<file path="config.mk">
export PLATFORM = sky130hd
export DESIGN_NAME = rtc_counter_alarm_regs
export DESIGN_NICKNAME = d
export VERILOG_FILES = /design/src/design/rtc_pkg.sv /design/src/design/rtc_timebase.sv /design/src/design/rtc_counter_alarm_regs.sv
export SDC_FILE = /design/constraint.sdc
export NUM_CORES = 1
export LEC_CHECK = 0
export BUFFER_PORTS_ARGS = -buffer_cell sky130_fd_sc_hd__buf_2
export CAP_MARGIN = 20
export CORE_ASPECT_RATIO = 0.9
export CORE_UTILIZATION = 38
export DETAILED_ROUTE_END_ITERATION = 10
export PLACE_DENSITY = 0.56
export SYNTH_ARGS = -nofsm -noshare
export SYNTH_HDL_FRONTEND = slang
export SYNTH_SLANG_ARGS = --single-unit
</file>
<file path="constraint.sdc">
create_clock -name mclk_in -period 7.9 [get_ports mclk_in]
set_clock_uncertainty 0.2 [all_clocks]
set_input_delay 1.58 -clock mclk_in [delete_from_list [all_inputs] [get_ports mclk_in]]
set_output_delay 1.58 -clock mclk_in [all_outputs]
set_load 0.01 [all_outputs]
</file>
<file path="src/design/rtc_pkg.sv">
// Register map, field positions, reset values and timing for the RTC block.
// Assumes a 20 MHz core clock and a 32 kHz timebase on a pin.
package rtc_pkg;

	localparam int          ADDR_W          = 8;
	localparam logic [7:0]  OFF_WHOLE       = 8'h00;
	localparam logic [7:0]  OFF_FRACTION    = 8'h04;
	localparam logic [7:0]  OFF_DAYTIME     = 8'h08;
	localparam logic [7:0]  OFF_INTERVAL    = 8'h0C;
	localparam logic [7:0]  OFF_CONTROL     = 8'h10;
	localparam logic [7:0]  OFF_CRYSTAL     = 8'h18;

	// Control register fields
	localparam int          CTL_RUN         = 0;
	localparam int          CTL_DAY_EN      = 1;
	localparam int          CTL_INT_EN      = 2;
	localparam int          CTL_BUSY        = 3;
	localparam int          CTL_READY       = 4;
	localparam int          CTL_READY_IE    = 5;
	localparam int          CTL_DAY_FLAG    = 6;
	localparam int          CTL_INT_FLAG    = 7;
	localparam int          CTL_WAVE_EN     = 8;
	localparam int          CTL_RATE_LO     = 9;
	localparam int          CTL_RATE_HI     = 10;
	localparam int          CTL_DIRECT_RD   = 14;
	localparam int          CTL_UNLOCK      = 15;

	// Crystal setup register fields
	localparam int          OSC_BYPASS      = 4;
	localparam int          OSC_CLK_OUT     = 5;
	localparam logic [3:0]  OSC_RSVD_RESET  = 4'h9;

	// Counter geometry
	localparam int          FRAC_W          = 12;
	localparam int          FRAC_LOW_W      = 8;
	localparam int          DAY_W           = 20;
	localparam logic [11:0] FRAC_LAST       = 12'hFFF;
	localparam logic [31:0] INTERVAL_LAST   = 32'hFFFFFFFF;

	// Square wave rate codes
	localparam logic [1:0]  RATE_1HZ        = 2'h0;
	localparam logic [1:0]  RATE_512HZ      = 2'h1;
	localparam logic [1:0]  RATE_4KHZ       = 2'h2;
	localparam int          FRAC_BIT_512HZ  = 2;

	// Timebase divider: 32 kHz down to the 4 kHz fraction step
	localparam int          OSC_DIV_W       = 3;

	// Timing
	localparam int          CLK_PERIOD_NS   = 50;
	localparam int          READY_TIME_NS   = 120000;
	localparam int          READY_CYCLES    = READY_TIME_NS / CLK_PERIOD_NS;
	localparam int          READY_CNT_W     = 12;

endpackage : rtc_pkg

</file>
<file path="src/design/rtc_timebase.sv">
// Timebase: synchronises the crystal and external wave pins, selects the source
// and divides it to the 4 kHz fraction step. Pins are asynchronous.
`timescale 1ns/10ps
module rtc_timebase (
	input  wire logic                             mclk_in,
	input  wire logic                             rst_n_in,
	input  wire logic                             xtal_in,
	input  wire logic                             ext_wave_in,
	input  wire logic                             bypass_in,
	output logic                                  osc_level_out,
	output logic                                  div_level_out,
	output logic                                  step_out
);
	import rtc_pkg::*;

	logic [1:0]             xtal_sync_q;
	logic [1:0]             ext_sync_q;
	logic                   level_q;
	logic [OSC_DIV_W-1:0]   div_q;
	logic                   sel_d;

	////////////////////////////////////////////////////////////////////////
	// Two-stage synchronisers, source chosen after them
	always_ff @(posedge mclk_in or negedge rst_n_in) begin
		if (!rst_n_in) begin
			xtal_sync_q <= 2'h0;
			ext_sync_q  <= 2'h0;
		end else begin
			xtal_sync_q <= {xtal_sync_q[0], xtal_in};
			ext_sync_q  <= {ext_sync_q[0], ext_wave_in};
		end
	end

	assign sel_d = bypass_in ? ext_sync_q[1] : xtal_sync_q[1];

	////////////////////////////////////////////////////////////////////////
	// Rising edge count, step on divider wrap
	always_ff @(posedge mclk_in or negedge rst_n_in) begin
		if (!rst_n_in) begin
			level_q <= 1'b0;
			div_q   <= '0;
		end else begin
			level_q <= sel_d;
			if (sel_d && !level_q) begin
				div_q <= div_q + 1'b1;
			end
		end
	end

	assign step_out      = sel_d && !level_q && (&div_q);
	assign osc_level_out = level_q;
	assign div_level_out = div_q[OSC_DIV_W-1];

endmodule : rtc_timebase

</file>
<file path="src/design/rtc_counter_alarm_regs.sv">
// Real-time clock: seconds and fraction counters, two alarms, ready and
// busy status, square wave output. Registers over a peripheral bus.
// Assumes a 20 MHz clock and a synchronous active-high soft reset.
//
// Behaviour
// - 32-bit seconds count, software read and write
// - 12-bit fraction; low 8 writable, high 4 out
// - Fraction rollover advances the seconds count
// - 20-bit daytime match against seconds raises alarm
// - Interval counter reloads and alarms on wrap
// - Run bit writable only while unlocked
// - Soft reset clears unlock, ready, ready enable
// - Direct read bit is stored only; counter reads are always live
// - Rate field picks square wave frequency
// - Square wave driven when wave or clock-out enabled
// - Interval alarm sets flag and wakeup
// - Daytime match sets daytime flag
// - Ready held 120us after each update
// - Ready with enable raises clock interrupt
// - Busy set by sync writes, cleared after
// - Alarm enables gate alarm interrupts
// - Bypass disables crystal, uses external wave
// - Clock-out bit routes oscillator to pin
// - Fraction steps at 4 kHz
`timescale 1ns/10ps
module rtc_counter_alarm_regs (
	input  wire logic                             mclk_in,
	input  wire logic                             arst_n_in,
	input  wire logic                             soft_rst_in,
	input  wire logic                             psel_in,
	input  wire logic                             penable_in,
	input  wire logic                             pwrite_in,
	input  wire logic [rtc_pkg::ADDR_W-1:0]       paddr_in,
	input  wire logic [31:0]                      pwdata_in,
	input  wire logic                             xtal_in,
	input  wire logic                             osc_clock_in_pin_in,
	output logic [31:0]                           prdata_out,
	output logic                                  pready_out,
	output logic                                  pslverr_out,
	output logic                                  rtc_irq_out,
	output logic                                  wakeup_out,
	output logic                                  osc_clock_out,
	output logic                                  osc_clock_oe_out,
	output logic                                  xtal_enable_out,
	output logic [3:0]                            frac_high_out
);
	import rtc_pkg::*;

	logic [1:0]               rst_sync_q;
	logic                     rst_n;
	logic [31:0]              whole_q;
	logic [FRAC_W-1:0]        frac_q;
	logic [DAY_W-1:0]         day_match_q;
	logic [31:0]              reload_q;
	logic [31:0]              interval_q;
	logic                     run_q, day_en_q, int_en_q, busy_q;
	logic                     ready_q, ready_ie_q, day_flag_q, int_flag_q;
	logic [READY_CNT_W-1:0]   ready_cnt_q;
	logic                     wave_en_q, direct_rd_q, unlock_q;
	logic [1:0]               rate_q;
	logic                     bypass_q, clk_out_q, wave_q, wave_oe_q;
	logic [3:0]               osc_rsvd_q;
	logic                     osc_level, div_level, step, tick, frac_wrap;
	logic [31:0]              whole_next;
	logic                     wr, wr_whole, wr_frac, wr_day, wr_reload;
	logic                     wr_ctl, wr_osc, run_wr_ok, int_en_rise;
	logic                     int_wrap, day_hit, sync_write, mapped, wave_sel;
	logic [31:0]              ctl_view;
	logic [31:0]              rd_d;

	////////////////////////////////////////////////////////////////////////
	// Reset release
	always_ff @(posedge mclk_in or negedge arst_n_in) begin
		if (!arst_n_in) begin
			rst_sync_q <= 2'h0;
		end else begin
			rst_sync_q <= {rst_sync_q[0], 1'b1};
		end
	end

	assign rst_n = rst_sync_q[1];

	////////////////////////////////////////////////////////////////////////
	// Timebase
	rtc_timebase u_timebase (
		.mclk_in       (mclk_in),
		.rst_n_in      (rst_n),
		.xtal_in       (xtal_in),
		.ext_wave_in   (osc_clock_in_pin_in),
		.bypass_in     (bypass_q),
		.osc_level_out (osc_level),
		.div_level_out (div_level),
		.step_out      (step)
	);

	assign xtal_enable_out = !bypass_q;
	assign tick            = step && run_q;
	assign frac_wrap       = tick && (frac_q == FRAC_LAST);
	assign whole_next      = whole_q + 32'h1;

	////////////////////////////////////////////////////////////////////////
	// Bus decode
	assign wr        = psel_in && penable_in && pwrite_in;
	assign wr_whole  = wr && (paddr_in == OFF_WHOLE);
	assign wr_frac   = wr && (paddr_in == OFF_FRACTION);
	assign wr_day    = wr && (paddr_in == OFF_DAYTIME);
	assign wr_reload = wr && (paddr_in == OFF_INTERVAL);
	assign wr_ctl    = wr && (paddr_in == OFF_CONTROL);
	assign wr_osc    = wr && (paddr_in == OFF_CRYSTAL);
	assign run_wr_ok = wr_ctl && unlock_q;
	assign mapped    = (paddr_in == OFF_WHOLE) || (paddr_in == OFF_FRACTION)
		|| (paddr_in == OFF_DAYTIME) || (paddr_in == OFF_INTERVAL)
		|| (paddr_in == OFF_CONTROL) || (paddr_in == OFF_CRYSTAL);
	assign pready_out  = 1'b1;
	assign pslverr_out = psel_in && penable_in && !mapped;

	////////////////////////////////////////////////////////////////////////
	// Seconds and fraction counters
	always_ff @(posedge mclk_in or negedge rst_n) begin
		if (!rst_n) begin
			whole_q <= '0;
			frac_q  <= '0;
		end else begin
			if (wr_whole) begin
				whole_q <= pwdata_in;
			end else if (frac_wrap) begin
				whole_q <= whole_next;
			end
			if (wr_frac) begin
				frac_q <= {frac_q[FRAC_W-1:FRAC_LOW_W],
					pwdata_in[FRAC_LOW_W-1:0]};
			end else if (tick) begin
				frac_q <= frac_q + 12'h1;
			end
		end
	end

	assign frac_high_out = frac_q[FRAC_W-1:FRAC_LOW_W];

	////////////////////////////////////////////////////////////////////////
	// Alarm values and interval counter
	assign int_en_rise = wr_ctl && pwdata_in[CTL_INT_EN] && !int_en_q;
	assign int_wrap    = tick && int_en_q && (interval_q == INTERVAL_LAST);
	assign day_hit     = frac_wrap && day_en_q
		&& (whole_next[DAY_W-1:0] == day_match_q);

	always_ff @(posedge mclk_in or negedge rst_n) begin
		if (!rst_n) begin
			day_match_q <= '0;
			reload_q    <= '0;
			interval_q  <= '0;
		end else begin
			if (wr_day) begin
				day_match_q <= pwdata_in[DAY_W-1:0];
			end
			if (wr_reload) begin
				reload_q <= pwdata_in;
			end
			if (int_en_rise || int_wrap) begin
				interval_q <= reload_q;
			end else if (tick && int_en_q) begin
				interval_q <= interval_q + 32'h1;
			end
		end
	end

	////////////////////////////////////////////////////////////////////////
	// Control and crystal bits reset by power-on reset only
	always_ff @(posedge mclk_in or negedge rst_n) begin
		if (!rst_n) begin
			run_q       <= 1'b0;
			day_en_q    <= 1'b0;
			int_en_q    <= 1'b0;
			wave_en_q   <= 1'b0;
			rate_q      <= RATE_1HZ;
			direct_rd_q <= 1'b0;
			bypass_q    <= 1'b0;
			clk_out_q   <= 1'b0;
			osc_rsvd_q  <= OSC_RSVD_RESET;
		end else begin
			if (run_wr_ok) begin
				run_q <= pwdata_in[CTL_RUN];
			end
			if (wr_ctl) begin
				day_en_q    <= pwdata_in[CTL_DAY_EN];
				int_en_q    <= pwdata_in[CTL_INT_EN];
				wave_en_q   <= pwdata_in[CTL_WAVE_EN];
				rate_q      <= pwdata_in[CTL_RATE_HI:CTL_RATE_LO];
				direct_rd_q <= pwdata_in[CTL_DIRECT_RD];
			end
			if (wr_osc) begin
				bypass_q   <= pwdata_in[OSC_BYPASS];
				clk_out_q  <= pwdata_in[OSC_CLK_OUT];
				osc_rsvd_q <= pwdata_in[3:0];
			end
		end
	end

	////////////////////////////////////////////////////////////////////////
	// Bits also cleared by soft reset; hardware set wins over a bus write clear
	always_ff @(posedge mclk_in or negedge rst_n) begin
		if (!rst_n) begin
			unlock_q    <= 1'b0;
			ready_ie_q  <= 1'b0;
			ready_q     <= 1'b0;
			ready_cnt_q <= '0;
		end else if (soft_rst_in) begin
			unlock_q    <= 1'b0;
			ready_ie_q  <= 1'b0;
			ready_q     <= 1'b0;
			ready_cnt_q <= '0;
		end else begin
			if (wr_ctl) begin
				unlock_q   <= pwdata_in[CTL_UNLOCK];
				ready_ie_q <= pwdata_in[CTL_READY_IE];
			end
			if (tick) begin
				ready_q     <= 1'b1;
				ready_cnt_q <= READY_CNT_W'(READY_CYCLES - 1);
			end else begin
				if (ready_cnt_q != '0) begin
					ready_cnt_q <= ready_cnt_q - 1'b1;
				end else begin
					ready_q <= 1'b0;
				end
				if (wr_ctl && !pwdata_in[CTL_READY]) begin
					ready_q     <= 1'b0;
					ready_cnt_q <= '0;
				end
			end
		end
	end

	////////////////////////////////////////////////////////////////////////
	// Alarm flags and busy
	assign sync_write = wr_whole || run_wr_ok
		|| (wr_ctl && ((pwdata_in[CTL_DAY_EN] != day_en_q)
		|| (pwdata_in[CTL_INT_EN] != int_en_q)));

	always_ff @(posedge mclk_in or negedge rst_n) begin
		if (!rst_n) begin
			day_flag_q <= 1'b0;
			int_flag_q <= 1'b0;
			busy_q     <= 1'b0;
		end else begin
			if (int_wrap) begin
				int_flag_q <= 1'b1;
			end else if (wr_ctl) begin
				int_flag_q <= pwdata_in[CTL_INT_FLAG];
			end
			if (day_hit) begin
				day_flag_q <= 1'b1;
			end else if (wr_ctl) begin
				day_flag_q <= pwdata_in[CTL_DAY_FLAG];
			end
			if (sync_write) begin
				busy_q <= 1'b1;
			end else if (step) begin
				busy_q <= 1'b0;
			end
		end
	end

	assign rtc_irq_out = (day_flag_q && day_en_q)
		|| (int_flag_q && int_en_q)
		|| (ready_q && ready_ie_q);
	assign wakeup_out = int_flag_q;

	////////////////////////////////////////////////////////////////////////
	// Square wave output
	always_comb begin
		unique case (rate_q)
			RATE_1HZ:   wave_sel = frac_q[FRAC_W-1];
			RATE_4KHZ:  wave_sel = div_level;
			default:    wave_sel = frac_q[FRAC_BIT_512HZ];
		endcase
	end

	always_ff @(posedge mclk_in or negedge rst_n) begin
		if (!rst_n) begin
			wave_q    <= 1'b0;
			wave_oe_q <= 1'b0;
		end else begin
			wave_q    <= clk_out_q ? osc_level : wave_sel;
			wave_oe_q <= clk_out_q || wave_en_q;
		end
	end

	assign osc_clock_out    = wave_q;
	assign osc_clock_oe_out = wave_oe_q;

	////////////////////////////////////////////////////////////////////////
	// Read data, latched in the setup phase
	assign ctl_view = {16'h0, unlock_q, direct_rd_q, 3'h0, rate_q,
		wave_en_q, int_flag_q, day_flag_q, ready_ie_q, ready_q,
		busy_q, int_en_q, day_en_q, run_q};

	always_comb begin
		rd_d = 32'h0;
		unique case (paddr_in)
			OFF_WHOLE:    rd_d = whole_q;
			OFF_FRACTION: rd_d = {24'h0, frac_q[FRAC_LOW_W-1:0]};
			OFF_DAYTIME:  rd_d = {12'h0, day_match_q};
			OFF_INTERVAL: rd_d = reload_q;
			OFF_CONTROL:  rd_d = ctl_view;
			OFF_CRYSTAL:  rd_d = {26'h0, clk_out_q, bypass_q, osc_rsvd_q};
			default:      rd_d = 32'h0;
		endcase
	end

	always_ff @(posedge mclk_in or negedge rst_n) begin
		if (!rst_n) begin
			prdata_out <= 32'h0;
		end else if (psel_in && !penable_in) begin
			prdata_out <= rd_d;
		end
	end
endmodule : rtc_counter_alarm_regs

</file>
# Word-level counts from Yosys, hierarchy flattened
# Index checks and enable logic that the tools add are counted.
# Widths: inputs -> output; s select.
[classes] addsub=5 multipliers=0 div=0 magnitude_cmp=0 n_eq_ne=12 shift=0 mux=28 bitwise=1 n_reduce_logical=57
[ops] operator="$pmux 32 s6" count=1
[ops] operator="$mux 32" count=4
[ops] operator="$add 32x1->32 const B" count=2
[ops] operator="$mux 12" count=4
[ops] operator="$eq 32x32->1 const B" count=1
[ops] operator="$logic_and 1x1->1" count=26
[ops] operator="$eq 20x20->1" count=1
[ops] operator="$eq 8x4->1 const B" count=2
[ops] operator="$eq 8x5->1 const B" count=2
[ops] operator="$mux 1" count=16
[ops] operator="$mux 8" count=2
[ops] operator="$reduce_bool 2->1" count=7
[ops] operator="$add 12x1->12 const B" count=1
[ops] operator="$eq 12x12->1 const B" count=1
[ops] operator="$logic_or 1x1->1" count=12
[ops] operator="$reduce_bool 12->1" count=1
[ops] operator="$sub 12x1->12 const B" count=1
[ops] operator="$eq 8x3->1 const B" count=1
[ops] operator="$logic_not 8->1" count=1
[ops] operator="$logic_not 1->1" count=6
[ops] operator="$ne 4x3->1 const B" count=1
[ops] operator="$reduce_bool 4->1" count=1
[ops] operator="$add 3x1->3 const B" count=1
[ops] operator="$reduce_and 3->1" count=1
[ops] operator="6 further kinds" count=7
[word_totals] ff_bits=203 latch_bits=0 ramBits=0 romBits=0 inputBits=48 output_inout_bits=43 wordCells=133 n_memories=0

# Logic depth before layout (Yosys ltp)
# Gate-level depths: netlist (run 1).
[depth] ltp_word=8 ltp_mapped=10 ltp_nobuf=9

# By module
# Synthesis (run 1) repeated with hierarchy kept, for this count alone.
[hier_totals] hier_cells=1082 area_unflattened_um2=10734.0
[modules_own_cells] module="rtc_counter_alarm_regs" n_inst=1 cells_each=1066 area_each_um2=10433.8
[modules_own_cells] module="rtc_timebase" n_inst=1 cells_each=16 area_each_um2=300.3

# Worst setup path after synthesis (run 1)
# No wires, ideal clock.
[synth_path] path_type="input -> output" startpoint="input port paddr_in[1] (netlist name)" endpoint="output port pslverr_out" arrival_ps=2829 slack_ps=3291 cell_stages=5 cell_sequence="or4_4 > or2_1 > buf_6 > a21o_1 > and3_1"
[synth_via] elab_chain_len=8
[synth_rtl] element="start: declaration" line="rtc_counter_alarm_regs.sv:33" source="input wire logic [rtc_pkg::ADDR_W-1:0] paddr_in,"
[synth_rtl] element="$eq 8x3->1 / $logic_not 8->1 (equally long branches)" line="rtc_counter_alarm_regs.sv:111" source="assign mapped = (paddr_in == OFF_WHOLE) || (paddr_in == OFF_FRACTION)"
[synth_rtl] element="$logic_or 1x1->1" line="rtc_counter_alarm_regs.sv:111"
[synth_rtl] element="$logic_or 1x1->1 (2 in series)" line="rtc_counter_alarm_regs.sv:112" source="|| (paddr_in == OFF_DAYTIME) || (paddr_in == OFF_INTERVAL)"
[synth_rtl] element="$logic_or 1x1->1" line="rtc_counter_alarm_regs.sv:113" source="|| (paddr_in == OFF_CONTROL) || (paddr_in == OFF_CRYSTAL);"
[synth_rtl] element="$logic_or 1x1->1 (*)" line="rtc_counter_alarm_regs.sv:113"
[synth_rtl] element="$logic_not 1->1 (*)" line="rtc_counter_alarm_regs.sv:115" source="assign pslverr_out = psel_in && penable_in && !mapped;"
[synth_rtl] element="$logic_and 1x1->1 (*)" line="rtc_counter_alarm_regs.sv:115"
[synth_rtl] element="end: declaration" line="rtc_counter_alarm_regs.sv:39" source="output logic pslverr_out,"
# Mark *: on every way between the ends. The rest lies on a longest branch, timed or not.

# Worst setup path in the final report (run 1)
# Same ends and word-level chain as after synthesis.

==> impl_metrics.tcl, run 1 <==
set metrics [dict create \
    synth_common_cells "201 x dfrtp_1, 121 x nand2_1, 87 x nor2_1, 80 x o21ai_0, 65 x mux2_2" \
    synth_edf_count 0 \
    synth_ff_type "dfrtp_1" \
    maxSlewViolCount 0 \
    post-synth-top-count-cell "dfrtp_1" \
    final_antenna_net_count 0 \
    post-route-min-period_ns 5.01 \
    yosysWarningCount 0 \
    cp-endpoint "pslverr_out" \
    viasPerCell 5.64 \
    start_util_pct 38.9 \
    die-area_mm2 0.0286 \
    p_per_area_mw_per_mm2 216 \
    cts_buffer_depth 3 \
    n_antenna_cell 0 \
    wl_per_cell_um 19.7 \
    clkLatencyLatePin_ns 0.51 \
    cp_num_buf_inv 2 \
    cts_buffers 24 \
    synth.area.top_cells "dfrtp_1 47%, mux2_2 6.9%, nand2_1 4.3%" \
    cp_top_family "simple AND/OR/NAND/NOR gates" \
    fmax_mhz 200 \
    crit_path_top_delay_cell "or4_4" \
    criticalPathCategory "in2out" \
    area_delta_synth_final_pct 14.3 \
    ff2ff_setup_slack_ns 4.32 \
    num-fill-cells 2641 \
    maxCapViolCount 0 \
    crit_path_cell_trace "buf_2 > or4_4 > or2_1 > a21o_1 > and3_1 > buf_2" \
    clock_sinks 203 \
    ys_types 73 \
    synth_top_area_share_pct 47.4 \
    post_cts_buffers 0 \
    fp-row-count 57 \
    cts-resized-gates 0 \
    netlist_area_mm2 0.0106 \
    yosys.area.top_type "dfrtp_1" \
    ir_drop_mv 0.162 \
    rsz0062_at_grt "no" \
    grt_pass1_wl_um 47600 \
    dr_total_vias 8466 \
    fp.dieW_um 178 \
    setup_violations 0 \
    required_ns 6.12 \
    start_kind "primary input" \
    finalHoldViolations 0 \
    drc 0 \
    critPathMaxStageDelay_ns 0.54 \
    cp_max_fo 10 \
    cts_root_buf "clkbuf_16" \
    cts_hold_buf 0 \
    wl_um 29600 \
    final.setup.tns_ns 0 \
    postSynth.asyncResetShare_pct 100 \
    dieHeight_um 161 \
    drive_above_1_share_pct 20.1 \
    crit_cells 6 \
    endpoint_kind "output pin" \
    first_pass_iters 6 \
    r2r_cells 9 \
    dpl.hpwl_um 20800 \
    grt_max_degree 62 \
    leakage_nw 5.35 \
    ys_seq_area_share_pct 47.9 \
    cts_tree "built" \
    post-route-period-util_pct 63.4 \
    io_buffers 89 \
    layout_setup_ws_ns 2.89 \
    place_congestion 0.832 \
    ioPinCount 91 \
    syn_inst 1073 \
    crit_path_frequent_cell "buf_2" \
    antenna_found_initial 1 \
    crit_arrival_ns 3.23 \
    hp-class "reg2async" \
    r2r-start "u_timebase.div_q[0]$_DFFE_PN0P_" \
    final_nets 1186 \
    drtIter0Drc 665 \
    ys_ff_latch 203 \
    syn-mean-instance-area_um2 9.89 \
    tightest_slew_ns 1.13 \
    setup.worst_path.start "paddr_in[1]" \
    status "finished clean" \
    track_usage_pct 21.4 \
    pre_cts_ws_ns 2.89 \
    reg2reg_to "interval_q[31]$_DFFE_PN0P_" \
    core_area_mm2 0.0272 \
    grt-ovfl-total 0 \
    path_clk_slew_ns 0.06 \
    grt_pass1_vias 8306 \
    cts.htree.levels 1 \
    slew_headroom_pct 24.6 \
]
## worst min path at each step
stage,endpoint,slack (ns),depth (start not counted)
3_5_place_dp,u_timebase.xtal_sync_q[1]$_DFF_PN0_,0.13,0
3_3_place_gp,rst_sync_q[1]$_DFF_PN0_,0.13,0
5_1_grt,u_timebase.ext_sync_q[1]$_DFF_PN0_,0.15,0
4_1_cts,whole_q[21]$_DFFE_PN0P_,0.14,0
2_1_floorplan,rst_sync_q[1]$_DFF_PN0_,0.13,0
6_report,whole_q[26]$_DFFE_PN0P_,0.12,0
## layer usage
| metal | vias up | GRT usage (%) | share of wire [%] |
|---|---|---|---|
| met5 | - | 0 | 0 |
| met4 | 0 | 4.74 | 1.7 |
| met3 | 31 | 3.10 | 5.1 |
| met2 | 226 | 31.6 | 44 |
| met1 | 4221 | 32.6 | 49 |
| li1 | 3988 | - | - |
## cells in the final DEF, fill, tap and decap left out, types with 9 or more instances in the layout
master	synthesis	layout
dfrtp_1	201	200
nand2_1	121	121
buf_2	22	89
nor2_1	87	87
o21ai_0	80	80
mux2_2	65	65
a21oi_1	52	51
xnor2_1	42	42
xor2_1	40	40
nand3_1	37	37
nor3_1	29	29
nand4_1	27	27
clkbuf_16	0	25
a222oi_1	14	14
buf_4	12	14
mux2i_1	13	13
and3_1	13	13
inv_1	12	12
a22oi_1	12	12
a22o_1	12	12
and2_1	10	10
and4_1	9	9
a211oi_1	9	9
## per-stage QoR
step / util, % / area (µm²) / hold slack [ns] / cells / power (mW)
6_report: 44.5 / 12100 / 0.120 / 1502 / 2.61
5_1_grt: 44.5 / 12100 / 0.151 / 1502 / 2.74
4_1_cts: 44.5 / 12100 / 0.143 / 1502 / 2.64
3_5_place_dp: 41.4 / 11300 / 0.135 / 1459 / 1.45
3_3_place_gp: 41.4 / 11300 / 0.133 / 1459 / 1.45
2_1_floorplan: - / 10600 / 0.131 / 1074 / 1.37
## kinds of logic after synthesis
kind of cell | Yosys count | share of synthesized area (%)
AND/OR/NAND/NOR | 382 | 18.2
AO/OA/AOI/OAI | 235 | 14.2
flip-flops | 203 | 47.9
buffers and inverters | 84 | 3.82
XOR/XNOR | 82 | 6.77
multiplexers | 79 | 8.23
adder cells (fa/ha/maj) | 7 | 0.826
other | 1 | 0.0353
## layout make-up
| cell class | count | area, µm² | share of cell area (%) |
|---|---|---|---|
| tap | 354 | 443 | 3.65 |
| clock buffer | 33 | 696 | 5.74 |
| multi-input combinational | 787 | 5150 | 42.5 |
| sequential | 203 | 5090 | 42.0 |
| clock inverter | 10 | 155 | 1.28 |
| inverter | 12 | 45.0 | 0.372 |
| timing repair buffer | 103 | 551 | 4.54 |
## registers in the layout, summed over array words and instances, names as in the netlist, 2 cells and up
name / cells
rst_sync_q: 2
day_match_q: 20
ready_cnt_q: 12
frac_q: 12
u_timebase.ext_sync_q: 2
prdata_out: 32
whole_q: 32
u_timebase.xtal_sync_q: 2
osc_rsvd_q: 4
interval_q: 32
u_timebase.div_q: 3
rate_q: 2
reload_q: 32
## where the power goes
part           switching (mW)  internal (mW)  leakage (nW)
clock network           0.434          0.744         0.414
logic                   0.174          0.132          2.41
registers              0.0460           1.08          2.53
Note: power is estimated with default switching activity, not from simulation.
==> inputs of run 2 (changes only) <==
--- a/config.mk
+++ b/config.mk
@@ -10,7 +10,7 @@
 export CORE_ASPECT_RATIO = 0.9
 export CORE_UTILIZATION = 38
 export DETAILED_ROUTE_END_ITERATION = 10
-export PLACE_DENSITY = 0.56
+export PLACE_DENSITY = 0.58
 export SYNTH_ARGS = -nofsm -noshare
 export SYNTH_HDL_FRONTEND = slang
 export SYNTH_SLANG_ARGS = --single-unit
==> constraint.sdc (replaced) <==
create_clock -name mclk_in -period 4 [get_ports mclk_in]
set_clock_uncertainty 0.2 [all_clocks]
set_input_delay 0.8 -clock mclk_in [delete_from_list [all_inputs] [get_ports mclk_in]]
set_output_delay 0.8 -clock mclk_in [all_outputs]
set_load 0.01 [all_outputs]
==> run 2 against run 1 <==
  * Clock power is 75% higher
  * Die area stayed put
  * Sequential cell count unchanged
  * Global-route usage shrank 0.058 points
  * Design area up 0.34%
  * Combinational power rose by 98%
==> impl_metrics.tcl, run 2 (synthesis gave the netlist of run 1 again) <==
set metrics [dict create \
    ir_drop_mv 0.335 \
    n_antenna_cell 0 \
    criticalPathCategory "in2out" \
    drt-met1-wl_um 14200 \
    final.setup.tns_ns 0 \
    ioPinCount 91 \
    top_layer_used "met4" \
    instances_no_fill 1513 \
    dr_wl_met3_um 1690 \
    final_common_cell "dfrtp_1" \
    fp-row-count 57 \
    cts.htree.levels 1 \
    drtIter0Drc 656 \
    place_congestion 0.876 \
    grt_pass1_vias 8180 \
    post_cts_buffers 0 \
    post_dp_cell_area_mm2 0.0114 \
    post-route-min-period_ns 3.46 \
    endpoint_kind "output pin" \
    worstHoldStart "rst_sync_q[0]$_DFF_PN0_" \
    cts_buffers 23 \
    grt-ovfl-total 0 \
    viasPerCell 5.59 \
    critPathMaxStageDelay_ns 0.54 \
    crit_arrival_ns 2.46 \
    crit_path_frequent_cell "buf_2" \
    num-fill-cells 2610 \
    maxSlewViolCount 0 \
    dpl.hpwl_um 21000 \
    cts-resized-gates 0 \
    status "finished clean" \
    area_delta_synth_final_pct 14.6 \
    grt_max_degree 63 \
    post-route-period-util_pct 86.6 \
    cts_hold_buf 1 \
    rsz0062_at_grt "no" \
    setup.worst_path.start "paddr_in[1]" \
    final_antenna_net_count 0 \
    die-area_mm2 0.0286 \
    grt_pass1_wl_um 47200 \
    clkLatencyLatePin_ns 0.51 \
    hp-class "reg2reg" \
    antenna_found_initial 0 \
    p_per_area_mw_per_mm2 403 \
    dieHeight_um 161 \
    wl_um 30000 \
    drc 0 \
    crit_path_top_delay_cell "or4_4" \
    dp_cells 1471 \
    leakage_nw 5.39 \
    start_kind "primary input" \
    clock_sinks 203 \
    slew_headroom_pct 41.9 \
    final_util_pct 44.6 \
    register_area_mm2 0.00509 \
    dr_total_vias 8456 \
    multiInputGateArea_mm2 0.00515 \
    layout_common_cells "200 x dfrtp_1, 121 x nand2_1, 89 x buf_2, 87 x nor2_1, 80 x o21ai_0" \
    start_util_pct 38.9 \
    cts_buffer_depth 3 \
    fp.dieW_um 178 \
    drive_above_1_share_pct 20.7 \
    track_usage_pct 21.3 \
    setup_violations 0 \
    maxCapViolCount 0 \
    wl_per_cell_um 19.8 \
    crit_path_cell_trace "buf_2 > or4_4 > or2_1 > a21o_1 > and3_1 > buf_2" \
    cts_tree "built" \
    finalHoldViolations 0 \
    cts_root_buf "clkbuf_16" \
    path_clk_slew_ns 0.06 \
    io_buffers 89 \
    required_ns 3.00 \
    first_pass_iters 5 \
    fmax_mhz 289 \
    met2_length_um 13400 \
    final_nets 1198 \
    core_area_mm2 0.0272 \
    r2r-start "interval_q[13]$_DFFE_PN0P_" \
    design_area_mm2 0.0122 \
    tightest_slew_ns 0.871 \
    cp_max_fo 10 \
]
[run 2: cell count changes in the layout (fill, tap and decap cells not counted), sizes merged]
| cell | before | now |
|---|---|---|
| buf | 103 | 115 |
| dlygate4sd3 | 0 | 1 |
| clkbuf | 33 | 37 |
| bufinv | 4 | 0 |
| clkinvlp | 2 | 0 |
[run 2: critical path: cells and delay by family]
family / cells / cell delay, ns
AO/OA/AOI/OAI: 1 / 0.26
buffers and inverters: 2 / 0.22
AND/OR/NAND/NOR: 3 / 1.17
[run 2: final timing paths]
| kind | to | slack (ns) | cells past startpoint |
|---|---|---|---|
| min in group asynchronous | prdata_out[29]$_DFFE_PN0P_ | 0.23 | 0 |
| setup / recovery | pslverr_out | 0.54 | 6 |
| setup reg to reg | interval_q[5]$_DFFE_PN0P_ | 0.94 | 7 |
| max in group asynchronous | interval_q[19]$_DFFE_PN0P_ | 2.37 | 1 |
| hold reg to reg | rst_sync_q[1]$_DFF_PN0_ | 0.15 | 0 |
| hold / removal | rst_sync_q[1]$_DFF_PN0_ | 0.15 | 0 |
[run 2: layer usage]
layer	up-vias	GRT usage, %
li1	4005	-
met1	4154	31.5
met3	46	3.34
met2	251	32.2
met4	0	5.59
met5	-	0
[run 2: cell type report]
type | count | area share (%)
clock inverter | 4 | 0.195
inverter | 12 | 0.370
clock buffer | 37 | 5.90
multi-input combinational | 787 | 42.3
sequential | 203 | 41.8
timing repair buffer | 116 | 5.76
tap | 354 | 3.64
[run 2: metrics by stage]
step	setup slack, ns	total power, mW	hold slack, ns
after floorplan	0.458	2.71	0.131
after global placement	0.528	2.87	0.135
after detailed placement	0.475	2.88	0.139
after CTS	0.540	4.96	0.153
after global routing	0.494	5.12	0.155
final	0.536	4.90	0.149
[run 2: power by group]
part	internal (mW)	total [mW]	switching, mW
logic	0.267	0.607	0.340
registers	2.14	2.24	0.0979
clock network	1.22	2.06	0.837
==> inputs of run 3 (changes only) <==
--- a/config.mk
+++ b/config.mk
@@ -9,6 +9,7 @@
 export CAP_MARGIN = 20
 export CORE_ASPECT_RATIO = 0.9
 export CORE_UTILIZATION = 38
+export CTS_BUF_LIST = sky130_fd_sc_hd__clkbuf_16
 export DETAILED_ROUTE_END_ITERATION = 10
 export PLACE_DENSITY = 0.58
 export SYNTH_ARGS = -nofsm -noshare
==> constraint.sdc (replaced) <==
create_clock -name mclk_in -period 4 [get_ports mclk_in]
set_clock_uncertainty 0.2 [all_clocks]
set_input_delay 0.8 -clock mclk_in [delete_from_list [all_inputs] [get_ports mclk_in]]
set_output_delay 0.8 -clock mclk_in [all_outputs]
set_load 0.005 [all_outputs]
==> run 3 against run 2 <==
  * Die area stayed put
  * Hold slack better by 0.00097 ns
  * Maximum frequency is 1.2% higher
  * Non-clock buffer count stayed put
  * Sequential share of layout area is 0.095 points higher
  * First-iteration DRC count is 16% higher
  * Critical path depth stayed put
  * Setup slack better by 0.041 ns
  * Design area is 0.23% lower
  * Combinational power is 0.8% higher
  * Count of clock-buffer cells in the layout is 12 lower
==> impl_metrics.tcl, run 3 (synthesis gave the netlist of run 1 again) <==
set metrics [dict create \
    endpoint_kind "output pin" \
    drc 0 \
    start_kind "primary input" \
    cts_root_buf "clkbuf_16" \
    dp_cells 1471 \
    finalHoldViolations 0 \
    first_pass_iters 5 \
    die-area_mm2 0.0286 \
    final_nets 1199 \
    maxCapViolCount 0 \
    pre_cts_ws_ns 0.432 \
    grt_pass1_wl_um 47900 \
    layout_common_cells "200 x dfrtp_1, 121 x nand2_1, 89 x buf_2, 87 x nor2_1, 80 x o21ai_0" \
    clock_sinks 203 \
    post-route-min-period_ns 3.42 \
    tightest_slew_ns 0.851 \
    leakage_nw 5.40 \
    final.setup.tns_ns 0 \
    crit_path_frequent_cell "buf_2" \
    cts_buffers 24 \
    dieHeight_um 161 \
    drive_above_1_share_pct 20.0 \
    viasPerCell 5.65 \
    grt-ovfl-total 0 \
    crit_path_cell_trace "buf_2 > or4_4 > or2_1 > a21o_1 > and3_1 > buf_2" \
    crit_path_top_delay_cell "or4_4" \
    use_met2_pct 33.2 \
    ir_drop_mv 0.278 \
    area_delta_synth_final_pct 14.4 \
    fp.dieW_um 178 \
    post-route-period-util_pct 85.6 \
    cts_buffer_depth 3 \
    drtIter0Drc 758 \
    fmax_mhz 292 \
    cts-resized-gates 0 \
    cp_top_family "simple AND/OR/NAND/NOR gates" \
    p_per_area_mw_per_mm2 401 \
    io_buffers 89 \
    final_util_pct 44.5 \
    dpl.hpwl_um 21100 \
    slew_headroom_pct 43.2 \
    grt_pass1_vias 8321 \
    setup_violations 0 \
    path_clk_slew_ns 0.05 \
    start_util_pct 38.9 \
    required_ns 3.00 \
    cp_num_buf_inv 2 \
    place_congestion 0.878 \
    layout_setup_ws_ns 0.578 \
    dr_total_vias 8543 \
    top_usage_layer "met2" \
    cts_tree "built" \
    grt_use_met3_pct 3.62 \
    post_dp_cell_area_mm2 0.0114 \
    fp-row-count 57 \
    instances_no_fill 1513 \
    hp-class "reg2reg" \
    clkLatencyLatePin_ns 0.52 \
    ioPinCount 91 \
    wl_um 30200 \
    cp_max_fo 10 \
    cts.htree.levels 1 \
    final_common_cell "dfrtp_1" \
    grt_max_degree 61 \
    crit_arrival_ns 2.42 \
    rsz0062_at_grt "no" \
    power.total_mw 4.86 \
    hold_ws_ns 0.150 \
    post_cts_buffers 0 \
    critPathMaxStageDelay_ns 0.54 \
    design_area_mm2 0.0121 \
    final_antenna_net_count 0 \
    antenna_found_initial 0 \
    core_area_mm2 0.0272 \
    n_antenna_cell 0 \
    grt_use_met1_pct 31.4 \
    status "finished clean" \
    track_usage_pct 21.5 \
    criticalPathCategory "in2out" \
    wl_per_cell_um 20.0 \
    maxSlewViolCount 0 \
]
## run 3: cell types whose count changed in the layout (fill, tap and decap cells not counted), sizes merged
cell,before,now
clkbuf,37,25
inv,12,20
clkinv,4,7
bufinv,0,1
## run 3: final cells by class
| cell class | count | area (µm²) |
|---|---|---|
| repair buffers | 116 | 701 |
| clock inverters | 16 | 88.8 |
| inverters | 12 | 45.0 |
| clock buffers | 25 | 626 |
| flip-flops and latches | 203 | 5090 |
| multi-input cells | 787 | 5150 |
| well taps | 354 | 443 |
| fillers | 2682 | 15100 |
## run 3: what timing repair did
item,4_1_cts,5_1_grt
hold buffers,1,0
setup endpoints to repair,0,0
hold endpoints to repair,2,0
## run 3: path summary, 6_finish.rpt
kind / start / endpoint / slack, ns / depth (start not counted)
max in group asynchronous: rst_sync_q[1]$_DFF_PN0_ / whole_q[23]$_DFFE_PN0P_ / 2.42 / 1
min in group asynchronous: rst_sync_q[1]$_DFF_PN0_ / reload_q[27]$_DFFE_PN0P_ / 0.22 / 0
setup / recovery: paddr_in[1] / pslverr_out / 0.58 / 6
hold reg to reg: u_timebase.ext_sync_q[0]$_DFF_PN0_ / u_timebase.ext_sync_q[1]$_DFF_PN0_ / 0.15 / 0
hold / removal: u_timebase.ext_sync_q[0]$_DFF_PN0_ / u_timebase.ext_sync_q[1]$_DFF_PN0_ / 0.15 / 0
setup reg to reg: u_timebase.div_q[0]$_DFFE_PN0P_ / interval_q[11]$_DFFE_PN0P_ / 0.96 / 10
## run 3: power breakdown
part	switching, mW	total [mW]	leakage [nW]	internal, mW
registers	0.0981	2.24	2.53	2.14
clock network	0.836	2.01	0.380	1.18
logic	0.344	0.612	2.49	0.268
total	1.28	4.86	5.40	3.59
## run 3: routing by layer
metal,up-vias,wire [µm]
li1,4016,-
met2,255,13800
met3,43,1750
met4,0,563
met5,-,0
met1,4229,14100
